File: src/inc/poll_pkg.sv
`default_nettype none

package poll_pkg;

   // Slave address field widths and the address classes on the serial line.
   localparam int ADDR_W = 8;
   localparam logic [7:0] ADDR_BROADCAST = 8'h00;
   localparam logic [7:0] ADDR_UNICAST_MAX = 8'hf7;
   localparam logic [7:0] ADDR_RESERVED_MIN = 8'hf8;

   // Number of consecutive silent requests that forces diagnostic mode.
   localparam logic [1:0] MISS_LIMIT = 2'h3;

   // Diagnose packet layout: three bytes, the first holding the length.
   localparam logic [7:0] DIAG_LEN = 8'h03;
   localparam logic [1:0] DIAG_IDX_LEN = 2'h0;
   localparam logic [1:0] DIAG_IDX_PAGE = 2'h1;
   localparam logic [1:0] DIAG_IDX_MODULE = 2'h2;

   // Clock rate and the default response timeout and diagnose period.
   localparam int CLK_HZ = 25000000;
   localparam int TIMEOUT_MS = 1000;
   localparam int TIMEOUT_CYC = CLK_HZ / 1000 * TIMEOUT_MS;
   localparam int DIAG_PERIOD_MS = 1000;
   localparam int DIAG_PERIOD_CYC = CLK_HZ / 1000 * DIAG_PERIOD_MS;
   localparam int CNT_W = 32;

   // Master sequencer states.
   typedef enum logic [2:0]
   {
      ST_IDLE = 3'b000,
      ST_SEND = 3'b001,
      ST_WAIT = 3'b010,
      ST_LEARN = 3'b011
   } seq_state_e;

endpackage : poll_pkg

`default_nettype wire

File: src/inc/diag_if.sv
`timescale 1ns/10ps
`default_nettype none

// Carries a diagnose packet request from the sequencer to the byte emitter.
interface diag_if;
   logic start;
   logic busy;
   logic [7:0] page;
   logic [7:0] module_num;

   modport seq
   (
      output start,
      output page,
      output module_num,
      input busy
   );

   modport emit
   (
      input start,
      input page,
      input module_num,
      output busy
   );
endinterface : diag_if

`default_nettype wire

File: src/diag_emitter.sv
`timescale 1ns/10ps
`default_nettype none

// Emits the three-byte diagnose packet one byte per accepted transfer.
module diag_emitter
   import poll_pkg::*;
(
   input wire logic mclk,
   input wire logic rst,
   diag_if.emit dg,
   output logic diagValid,
   input wire logic diagReady,
   output logic [7:0] diagByte,
   output logic diagLast
);

   // Byte index within the packet and the latched packet contents.
   logic [1:0] idx_ff;
   logic busy_ff;
   logic [7:0] page_ff;
   logic [7:0] module_ff;

   assign dg.busy = busy_ff;
   assign diagValid = busy_ff;
   assign diagLast = busy_ff && (idx_ff == DIAG_IDX_MODULE);

   // Latch page and module at start so the packet stays coherent.
   always_ff @(posedge mclk or posedge rst)
   begin
      if (rst)
      begin
         busy_ff <= 1'b0;
         idx_ff <= DIAG_IDX_LEN;
         page_ff <= 8'h00;
         module_ff <= 8'h00;
      end
      else if (!busy_ff && dg.start)
      begin
         busy_ff <= 1'b1;
         idx_ff <= DIAG_IDX_LEN;
         page_ff <= dg.page;
         module_ff <= dg.module_num;
      end
      else if (busy_ff && diagReady)
      begin
         // The last byte ends the packet.
         if (idx_ff == DIAG_IDX_MODULE)
         begin
            busy_ff <= 1'b0;
         end
         idx_ff <= idx_ff + 2'h1;
      end
   end

   // Byte order is length, page, module number.
   always_comb
   begin
      case (idx_ff)
         DIAG_IDX_LEN: diagByte = DIAG_LEN;
         DIAG_IDX_PAGE: diagByte = page_ff;
         DIAG_IDX_MODULE: diagByte = module_ff;
         default: diagByte = 8'h00;
      endcase
   end

   // The first byte emitted after an accepted start is the length.
   property p_diag_len_first;
      @(posedge mclk) disable iff (rst)
      (!busy_ff && dg.start) |=> (diagByte == DIAG_LEN);
   endproperty
   a_diag_len_first: assert property (p_diag_len_first)
      else $error("Diagnose packet does not open with its length.");

endmodule : diag_emitter

`default_nettype wire

File: src/modbus_serial_poll_diag.sv
// Operation
// - Address 0 broadcast, 1-247 slaves, rest reserved.
// - Every request carries the target slave address.
// - Only one request outstanding at a time.
// - Broadcast gets no reply; master never waits.
// - Slaves answer unsupported or bad requests with exceptions.
// - Abandon a request after the response timeout.
// - Three silent requests in a row enter diagnostics.
// - Diagnostic mode sends diagnose packets periodically.
// - Any correct reply leaves diagnostic mode.
// - Diagnose packet: length, page, module number.
// - Learning mode listens as slave, master only.
// - Page number follows the page select scheme.
`timescale 1ns/10ps
`default_nettype none

module modbus_serial_poll_diag
   import poll_pkg::*;
#(
   parameter int TIMEOUT_CYCLES = TIMEOUT_CYC,
   parameter int DIAG_PERIOD_CYCLES = DIAG_PERIOD_CYC
)
(
   input wire logic mclk,
   input wire logic rst,
   input wire logic masterMode,
   input wire logic learnEnable,
   input wire logic reqValid,
   output logic reqReady,
   input wire logic [poll_pkg::ADDR_W-1:0] reqAddr,
   input wire logic [7:0] reqPage,
   input wire logic [7:0] reqModule,
   output logic txStart,
   output logic [poll_pkg::ADDR_W-1:0] txAddr,
   input wire logic txDone,
   input wire logic rxValid,
   input wire logic [poll_pkg::ADDR_W-1:0] rxAddr,
   input wire logic rxException,
   input wire logic rxCrcOk,
   output logic reqFailed,
   output logic reqOk,
   output logic exceptionSeen,
   output logic learnValid,
   output logic [poll_pkg::ADDR_W-1:0] learnAddr,
   output logic diagMode,
   output logic diagValid,
   input wire logic diagReady,
   output logic [7:0] diagByte,
   output logic diagLast
);

   // Sequencer state and the request held while it is outstanding.
   seq_state_e state_ff;
   seq_state_e nxt_state;
   logic [ADDR_W-1:0] addr_ff;
   logic [7:0] page_ff;
   logic [7:0] module_ff;
   logic [CNT_W-1:0] timer_ff;
   logic [CNT_W-1:0] period_ff;
   logic [1:0] miss_ff;
   logic diag_ff;
   logic txStart_ff;
   logic reqFailed_ff;
   logic reqOk_ff;
   logic exc_ff;
   logic learnValid_ff;
   logic [ADDR_W-1:0] learnAddr_ff;

   // Decoded conditions used by several processes.
   logic isBroadcast;
   logic isReserved;
   logic replyMatch;
   logic timedOut;
   logic learnActive;

   diag_if dg();

   // The held request is tested for broadcast, the offered one for reserved.
   assign isBroadcast = (addr_ff == ADDR_BROADCAST);
   assign isReserved = (reqAddr >= ADDR_RESERVED_MIN);
   // A reply counts only from the addressed slave, with good framing.
   assign replyMatch = (state_ff == ST_WAIT) && rxValid && rxCrcOk && (rxAddr == addr_ff);
   assign timedOut = (state_ff == ST_WAIT) && !replyMatch
                     && (timer_ff == CNT_W'(TIMEOUT_CYCLES - 1));
   // Learning is refused unless the gateway is configured as master.
   assign learnActive = learnEnable && masterMode;

   // A new request is accepted only when nothing is outstanding.
   assign reqReady = (state_ff == ST_IDLE) && masterMode && !learnEnable;

   assign txStart = txStart_ff;
   assign txAddr = addr_ff;
   assign reqFailed = reqFailed_ff;
   assign reqOk = reqOk_ff;
   assign exceptionSeen = exc_ff;
   assign learnValid = learnValid_ff;
   assign learnAddr = learnAddr_ff;
   assign diagMode = diag_ff;

   // Next-state logic of the request sequencer.
   always_comb
   begin
      nxt_state = state_ff;
      case (state_ff)
         ST_IDLE:
            if (learnActive)
               nxt_state = ST_LEARN;
            else if (reqValid && reqReady && !isReserved)
               nxt_state = ST_SEND;
         ST_SEND:
         begin
            // Broadcasts return to idle without waiting for any reply.
            if (txDone)
               nxt_state = isBroadcast ? ST_IDLE : ST_WAIT;
         end
         ST_WAIT:
            if (replyMatch || timedOut)
               nxt_state = ST_IDLE;
         ST_LEARN:
            if (!learnActive)
               nxt_state = ST_IDLE;
         default: nxt_state = ST_IDLE;
      endcase
   end

   // State register.
   always_ff @(posedge mclk or posedge rst)
   begin
      if (rst)
         state_ff <= ST_IDLE;
      else
         state_ff <= nxt_state;
   end

   // Capture the request; a reserved address is dropped as never assigned.
   always_ff @(posedge mclk or posedge rst)
   begin
      if (rst)
      begin
         addr_ff <= 8'h00;
         page_ff <= 8'h00;
         module_ff <= 8'h00;
         txStart_ff <= 1'b0;
      end
      else
      begin
         txStart_ff <= 1'b0;
         if (state_ff == ST_IDLE && reqValid && reqReady && !learnActive && !isReserved)
         begin
            addr_ff <= reqAddr;
            page_ff <= reqPage;
            module_ff <= reqModule;
            txStart_ff <= 1'b1;
         end
      end
   end

   // Response timer restarts when the frame finishes leaving the line.
   always_ff @(posedge mclk or posedge rst)
   begin
      if (rst)
         timer_ff <= '0;
      else if (state_ff == ST_SEND && txDone)
         timer_ff <= '0;
      else if (state_ff == ST_WAIT)
         timer_ff <= timer_ff + CNT_W'(1);
   end

   // One-cycle outcome pulses for the outside world.
   always_ff @(posedge mclk or posedge rst)
   begin
      if (rst)
      begin
         reqFailed_ff <= 1'b0;
         reqOk_ff <= 1'b0;
         exc_ff <= 1'b0;
      end
      else
      begin
         reqFailed_ff <= timedOut;
         reqOk_ff <= replyMatch;
         // An exception is still a reply, so it also clears the misses.
         exc_ff <= replyMatch && rxException;
      end
   end

   // Consecutive miss counter and the diagnostic mode flag.
   always_ff @(posedge mclk or posedge rst)
   begin
      if (rst)
      begin
         miss_ff <= 2'h0;
         diag_ff <= 1'b0;
      end
      else if (replyMatch)
      begin
         miss_ff <= 2'h0;
         diag_ff <= 1'b0;
      end
      else if (timedOut)
      begin
         if (miss_ff + 2'h1 == MISS_LIMIT)
            diag_ff <= 1'b1;
         if (miss_ff != MISS_LIMIT)
            miss_ff <= miss_ff + 2'h1;
      end
   end

   // Periodic diagnose trigger while diagnostics are active.
   always_ff @(posedge mclk or posedge rst)
   begin
      if (rst)
         period_ff <= '0;
      else if (!diag_ff || period_ff == CNT_W'(DIAG_PERIOD_CYCLES - 1))
         period_ff <= '0;
      else
         period_ff <= period_ff + CNT_W'(1);
   end

   // A packet is started at each period boundary; a busy emitter skips one.
   assign dg.start = diag_ff && (period_ff == '0);
   assign dg.page = page_ff;
   assign dg.module_num = module_ff;

   // Learning mode records the legacy master's requests as a listener.
   always_ff @(posedge mclk or posedge rst)
   begin
      if (rst)
      begin
         learnValid_ff <= 1'b0;
         learnAddr_ff <= 8'h00;
      end
      else
      begin
         learnValid_ff <= 1'b0;
         // Master mode may drop in the very cycle a frame arrives; drop it too.
         if (state_ff == ST_LEARN && learnActive && rxValid && rxCrcOk)
         begin
            learnValid_ff <= 1'b1;
            learnAddr_ff <= rxAddr;
         end
      end
   end

   diag_emitter u_emit
   (
      .mclk(mclk),
      .rst(rst),
      .dg(dg.emit),
      .diagValid(diagValid),
      .diagReady(diagReady),
      .diagByte(diagByte),
      .diagLast(diagLast)
   );

   // A new frame only starts from idle, so requests never overlap.
   property p_one_outstanding;
      @(posedge mclk) disable iff (rst)
      txStart |-> $past(state_ff) == ST_IDLE;
   endproperty
   a_one_outstanding: assert property (p_one_outstanding)
      else $error("Request started while another was outstanding.");

   // Broadcasts never enter the reply wait.
   property p_bcast_nowait;
      @(posedge mclk) disable iff (rst)
      (state_ff == ST_SEND && txDone && addr_ff == ADDR_BROADCAST) |=> state_ff == ST_IDLE;
   endproperty
   a_bcast_nowait: assert property (p_bcast_nowait)
      else $error("Broadcast waited for a reply.");

   // Timeout raises the failure pulse one cycle later.
   property p_timeout_fail;
      @(posedge mclk) disable iff (rst)
      timedOut |=> reqFailed && state_ff == ST_IDLE;
   endproperty
   a_timeout_fail: assert property (p_timeout_fail)
      else $error("Timeout did not abandon the request.");

   // Third miss in a row enters diagnostic mode.
   property p_enter_diag;
      @(posedge mclk) disable iff (rst)
      (timedOut && miss_ff == 2'h2) |=> diagMode;
   endproperty
   a_enter_diag: assert property (p_enter_diag)
      else $error("Diagnostic mode not entered after three misses.");

   // Fewer than three misses keep normal operation.
   property p_no_early_diag;
      @(posedge mclk) disable iff (rst)
      (!diagMode && miss_ff < 2'h2) |=> !diagMode;
   endproperty
   a_no_early_diag: assert property (p_no_early_diag)
      else $error("Diagnostic mode entered too early.");

   // A good reply leaves diagnostics and clears the miss count.
   property p_exit_diag;
      @(posedge mclk) disable iff (rst)
      replyMatch |=> !diagMode && miss_ff == 2'h0;
   endproperty
   a_exit_diag: assert property (p_exit_diag)
      else $error("Reply did not clear diagnostics.");

   // Diagnostics start a packet at each period boundary that finds the emitter idle.
   property p_diag_periodic;
      @(posedge mclk) disable iff (rst)
      (diagMode && period_ff == '0 && !dg.busy) |=> diagValid;
   endproperty
   a_diag_periodic: assert property (p_diag_periodic)
      else $error("Diagnose packet not emitted on period.");

   // Learning output only when configured as master.
   property p_learn_master;
      @(posedge mclk) disable iff (rst)
      learnValid |-> $past(masterMode);
   endproperty
   a_learn_master: assert property (p_learn_master)
      else $error("Learning active outside master mode.");

   // Transmitted address is never a reserved one.
   property p_addr_legal;
      @(posedge mclk) disable iff (rst)
      txStart |-> txAddr <= ADDR_UNICAST_MAX;
   endproperty
   a_addr_legal: assert property (p_addr_legal)
      else $error("Reserved address transmitted.");

endmodule : modbus_serial_poll_diag

`default_nettype wire

File: config.mk
export PLATFORM = sky130hd
export DESIGN_NAME = modbus_serial_poll_diag
export DESIGN_NICKNAME = d
export VERILOG_FILES = /design/src/inc/poll_pkg.sv /design/src/inc/diag_if.sv /design/src/diag_emitter.sv /design/src/modbus_serial_poll_diag.sv
export SDC_FILE = /design/constraint.sdc
export NUM_CORES = 1
export LEC_CHECK = 0
export ABC_AREA = 1
export BUFFER_PORTS_ARGS = -buffer_cell sky130_fd_sc_hd__buf_2
export CAP_MARGIN = 40
export CORE_ASPECT_RATIO = 0.6
export CORE_MARGIN = 2
export CORE_UTILIZATION = 30
export CTS_CLUSTER_SIZE = 8
export DETAILED_ROUTE_END_ITERATION = 8
export PLACE_DENSITY = 0.46
export SYNTH_ARGS = -nofsm -noshare
export SYNTH_HDL_FRONTEND = slang
export SYNTH_HIERARCHICAL = 1
export SYNTH_SLANG_ARGS = --single-unit
File: constraint.sdc
create_clock -name mclk -period 9.3 [get_ports mclk]
set_input_delay 0.93 -clock mclk [delete_from_list [all_inputs] [get_ports mclk]]
set_output_delay 0.93 -clock mclk [all_outputs]
set_load 0.02 [all_outputs]
# --- Yosys cells after proc, flatten, opt, wreduce, memory -nomap -nowiden ---
# Cells that the tools add are included.
totals:
  regBits: 126
  input_bits: 42
  out_inout_bits: 33
  word_cells: 106
op_classes:
  addsub: 4
  order_cmp: 1
  n_eq_ne: 14
  mux: 24
  reduce_logical: 45
op_table:
  columns: ["cell", "count"]
  rows:
  - ["32-bit 2-to-1 mux", 3]
  - ["32-bit by 1-bit adder with 32-bit output (second input constant)", 2]
  - ["32-bit by 25-bit == test with 1-bit output (second input constant)", 2]
  - ["32-bit logical NOT", 1]
  - ["8-bit case mux with 3 select lines", 1]
  - ["1-bit logical AND", 23]
  - ["3-bit 2-to-1 mux", 5]
  - ["2-bit 2-to-1 mux", 6]
  - ["3-bit case mux with 4 select lines", 1]
  - ["2-bit nonzero test", 6]
  - ["8-bit == test", 1]
  - ["8-bit >= comparator (second input constant)", 1]
  - ["8-bit logical NOT", 1]
  - ["1-bit 2-to-1 mux", 8]
  - ["3-bit by 2-bit == test with 1-bit output (second input constant)", 2]
  - ["1-bit logical NOT", 6]
  - ["2-bit != test (second input constant)", 3]
  - ["2-bit AND reduction", 3]
  - ["2-bit by 1-bit adder with 2-bit output (second input constant)", 2]
  - ["2-bit == test (second input constant)", 2]
  - ["4-bit AND reduction", 1]
  - ["3-bit by 1-bit == test with 1-bit output (second input constant)", 1]
  - ["3-bit logical NOT", 1]
  - ["3-bit by 2-bit != test with 1-bit output (second input constant)", 1]
  - ["other kinds (4)", 5]

# --- Logic depth before layout (Yosys ltp) ---
depth:
  depth_word: 10
  ltp_mapped: 11
  mapped_depth_nobuf: 10

# --- Modules after synthesis ---
# The synthesis kept the hierarchy.
by_module_without_submodules:
  columns: ["module", "instances", "cells_per_inst", "area_per_inst_um2", "seq_area_each_um2"]
  rows:
  - ["modbus_serial_poll_diag", 1, 854, 6222.2, 2652.5]
  - ["diag_emitter", 1, 127, 987.2, 475.5]

# --- Worst setup path after synthesis ---
# OpenSTA, ideal clock, no wires.
synth_timing:
  kind: "input to output"
  from: "input masterMode"
  to: "output reqReady"
  arrival_ns: 1.467
  required_time_ns: 8.370
  slack_ns: 6.903
  stages: 2
  path_buffers: 0
  cell_sequence: "inv_1 -> nor3_1"
synth_via:
  elab_chain_len: 2
synth_rtl:
  columns: ["element", "line_no", "source"]
  rows:
  - ["from (decl)", "modbus_serial_poll_diag.sv:26", "input wire logic masterMode,"]
  - ["1-bit logical AND (2 in a row)", "modbus_serial_poll_diag.sv:89", "assign reqReady = (state_ff == ST_IDLE) && masterMode && !learnEnable;"]
  - ["to (decl)", "modbus_serial_poll_diag.sv:29", "output logic reqReady,"]
# No other way between the ends.

# --- Worst setup path after layout ---
layout_timing:
  from: "register u_emit.idx_ff[0]"
  to: "output diagByte[7]"
layout_via:
  elab_chain_len: 2
  word_cells_on_any_way: 4
  classes_between: "eq/ne: 2; mux: 1; reduce/logical: 1"
layout_rtl:
  columns: ["element", "line_no", "source"]
  rows:
  - ["from (decl)", "diag_emitter.sv:18", "logic [1:0] idx_ff;"]
  - ["from (signal assigned)", "diag_emitter.sv:51", "idx_ff <= idx_ff + 2'h1;"]
  - ["2-bit == test (tied with other cells)", "diag_emitter.sv:58", "case (idx_ff)"]
  - ["8-bit case mux with 3 select lines (*)", "diag_emitter.sv:58", null]
  - ["to (decl)", "modbus_serial_poll_diag.sv:48", "output logic [7:0] diagByte,"]
# Mark *: on every way between the ends. The rest lies on a longest branch, timed or not.

==> impl_results.md <==
- Post-Syn Area: about 7000 µm²
- CTS clk-pin slew, worst paths: roughly 0.060 ns
- Final Hold Fails: 0
- N_diodes: 0
- Kind of critical path: reg2out
- Sequential share of the synthesized area: 43.39%
- Die height: 124.1 µm
- Final Power: 1.997 mW
- Slew headroom: 46.34%
- Tmin final: 2.762 ns
- Synth Register Bits: 125
- Power share of the sequential group: about two fifths
- CTS tree: done
- Final GP Congestion: 0.9010
- Setup TNS: 0 ns
- # nets final: roughly 1100
- Syn Area/Cell: 7.349 µm²
- Fill count: 2477
- Post-CTS Setup Bufs: 0
- Final period utilization: about 30%
- Root buffer cell: clkbuf_16
- Skew-Pair Late Insertion Delay: 0.43 ns
- Top-count cell post-synth: nand2_1
- Largest cells by area after synthesis: dfrtp_1, nand2_1, nor2_1
- Top-area cell type share of the netlist area: 43.39%
- Largest net degree at the start of global routing: 61
- I/O pins: 75
- Number of global-route vias before repair: 5857
- Port bufs: 74
- Unrepaired setup endpoints after global routing: no
- YS warnings: 6
- Status: finished clean
- RR Startpoint: period_ff[0]
- Switching part of the total: 37.09%
- Post-layout util: 36.16%
- FF-to-FF path depth: 8
- Highest net fanout along the worst path: 10
- Final wirelength: 21.53 mm
- Clock skew: 0.01095 ns
- WHS: between 0.4 and 0.5 ns
- CTS buffer count: 17
- Hold Path Sink: learnAddr[3]
- Post-layout instance area: 8443 µm²
- Chip Width: roughly 200 µm
- First-pass GRT wire length: ~34 mm
- Setup ws final: 6.538 ns
- Clock tree buffer depth: 2
- Die area: 25330 µm²
- CP arrival: about 1.8 ns
- Psw: 0.7406 mW
- Peak VDD IR: 0.1178 mV
- Hold Crit Class: reg2reg
- Static leakage: 4.035 nW
- Power Internal: 1.256 mW
- Cts repair resizes: 0
- Placed wire-length estimate: 16.09 mm
- Area of placed instances: 7855 µm²
- Setup violators final: 0
- Cell Pwr Density: 236.5 nW/µm²
- Detailed-route DRC error count: 0
- CP Launch Type: flop
- Initial Util: 30.88%
- Max Cap Violations: 0
- Non-Filler Instances: 1384
- Mean routed wirelength per cell: 15.56 µm
- Clock power frac: 34.3%
- Synthesis-to-layout area growth: 17.11%
- GRT overflow: 0
- DRT Pass-1 Iters: 5
- Tightest Pin Transition: approximately 0.8 ns
- Crit path required time: around 8.4 ns
- Worst Setup End Kind: output port
- Initial antenna violation count: 0
- Sinks on Clock Net: roughly 130
- CTS H-tree depth: 4
- R2R Setup Slk: 7.14 ns
- Core area: approximately 23000 µm²
- Post-synth EDFFs: 0
- Slew Viols, Final: 0
- Hold Path Origin: learnAddr[3]
- Post-Synthesis Cells: 981
- Worst r2r dst: period_ff[31]
- DR vias: 6397
- Leading area contributor after synthesis: dfrtp_1
- Share of cells above drive strength 1: between 10% and 20%
- Netlist cell types: 45
- Worst hold stages: 2
- GRT Overall Usage: 17.93%
- Logic pwr share: 26.9%
- Placed insts: 1353
- Via density: 4.622
- Fmax: ~0.36 GHz
- Starting DRT DRC Count: 521
- Fraction of registers with async set or reset after synthesis: between 90% and 100%
- Syn nets: 1032
- Post-route ant nets: 0
- Leading cell types by count after synthesis: nand2_1, nor2_1, dfrtp_1
- CTS Hold Bufs: 0
- Row Count: 43
- Post-Place Setup Slack: 6.709 ns
- Leading register cell type out of synthesis: dfrtp_1
cell families after synthesis:
family	count (synthesis)	synth area share, %
buffers and inverters	139	8.226
muxes	19	2.933
and+or+nand+nor	609	36.79
DFF	125	43.39
AOI/OAI and AO/OA	62	4.912
adders and majority gates	9	1.562
xor gates and xnor gates	18	2.187
worst max path at each step:
stage,startpoint,endpoint,cells after the start
6_report,u_emit/idx_ff[0],diagByte[7],5
3_3_place_gp,txDone,timer_ff[1],5
2_1_floorplan,rst,dg.module_num[0],1
3_5_place_dp,txDone,timer_ff[1],5
4_1_cts,u_emit/idx_ff[0],diagByte[7],5
5_1_grt,u_emit/idx_ff[0],diagByte[7],5
area by class of cell:
type / instances / area (µm²) / share of cell area (%)
timing repair buffer: 76 / 385.4 / 4.564
tap: 315 / 394.1 / 4.668
multi-input combinational: 717 / 3495 / 41.39
clock inverter: 11 / 131.4 / 1.556
clock buffer: 20 / 456.7 / 5.409
sequential: 125 / 3128 / 37.05
inverter: 120 / 452.9 / 5.365
per-layer routing:
metal	global-route usage [%]	share of wire, %
met1	29.92	57
met2	20.72	34
met3	4.814	8.2
met4	5.480	1.2
met5	0	0
flip-flops by register name, summed over array words and instances, names as in the netlist:
signal / count
exceptionSeen: 1
dg.module_num: 8
miss_ff: 2
u_emit/page_ff: 8
txStart: 1
timer_ff: 32
learnAddr: 8
u_emit/module_ff: 8
state_ff: 2
u_emit/idx_ff: 2
reqFailed: 1
learnValid: 1
diagMode: 1
txAddr: 8
u_emit/dg.busy: 1
reqOk: 1
period_ff: 32
dg.page: 8
power groups by stage:
stage	combinational (mW)	clock (mW)	sequential (mW)
after floorplan	0.366	0	0.784
after global placement	0.537	0	0.784
after detailed placement	0.540	0	0.781
after CTS	0.543	0.704	0.773
after global routing	0.610	0.725	0.793
final	0.538	0.686	0.774
worst max-delay path, cell delays in order (launching register included):
cell,delay (ns)
dfrtp_1,0.41
inv_1,0.12
ha_1,0.36
nand2_1,0.10
a21oi_1,0.20
buf_2,0.20
cell usage in the layout (no fill, tap or decap), types with 8 or more instances in the layout:
| master | synthesis | layout |
|---|---|---|
| nor2_1 | 144 | 144 |
| nor3_1 | 22 | 22 |
| mux2_2 | 17 | 17 |
| inv_1 | 112 | 111 |
| xor2_1 | 12 | 12 |
| nor2_2 | 15 | 15 |
| nand4_1 | 20 | 20 |
| dfrtp_1 | 125 | 125 |
| nand2_1 | 300 | 300 |
| nand3_1 | 83 | 83 |
| a21oi_1 | 14 | 14 |
| inv_2 | 8 | 8 |
| buf_2 | 5 | 74 |
| o21ai_0 | 32 | 32 |
| clkbuf_16 | 0 | 17 |
| ha_1 | 9 | 9 |
Power figures use the tool's default switching activity.
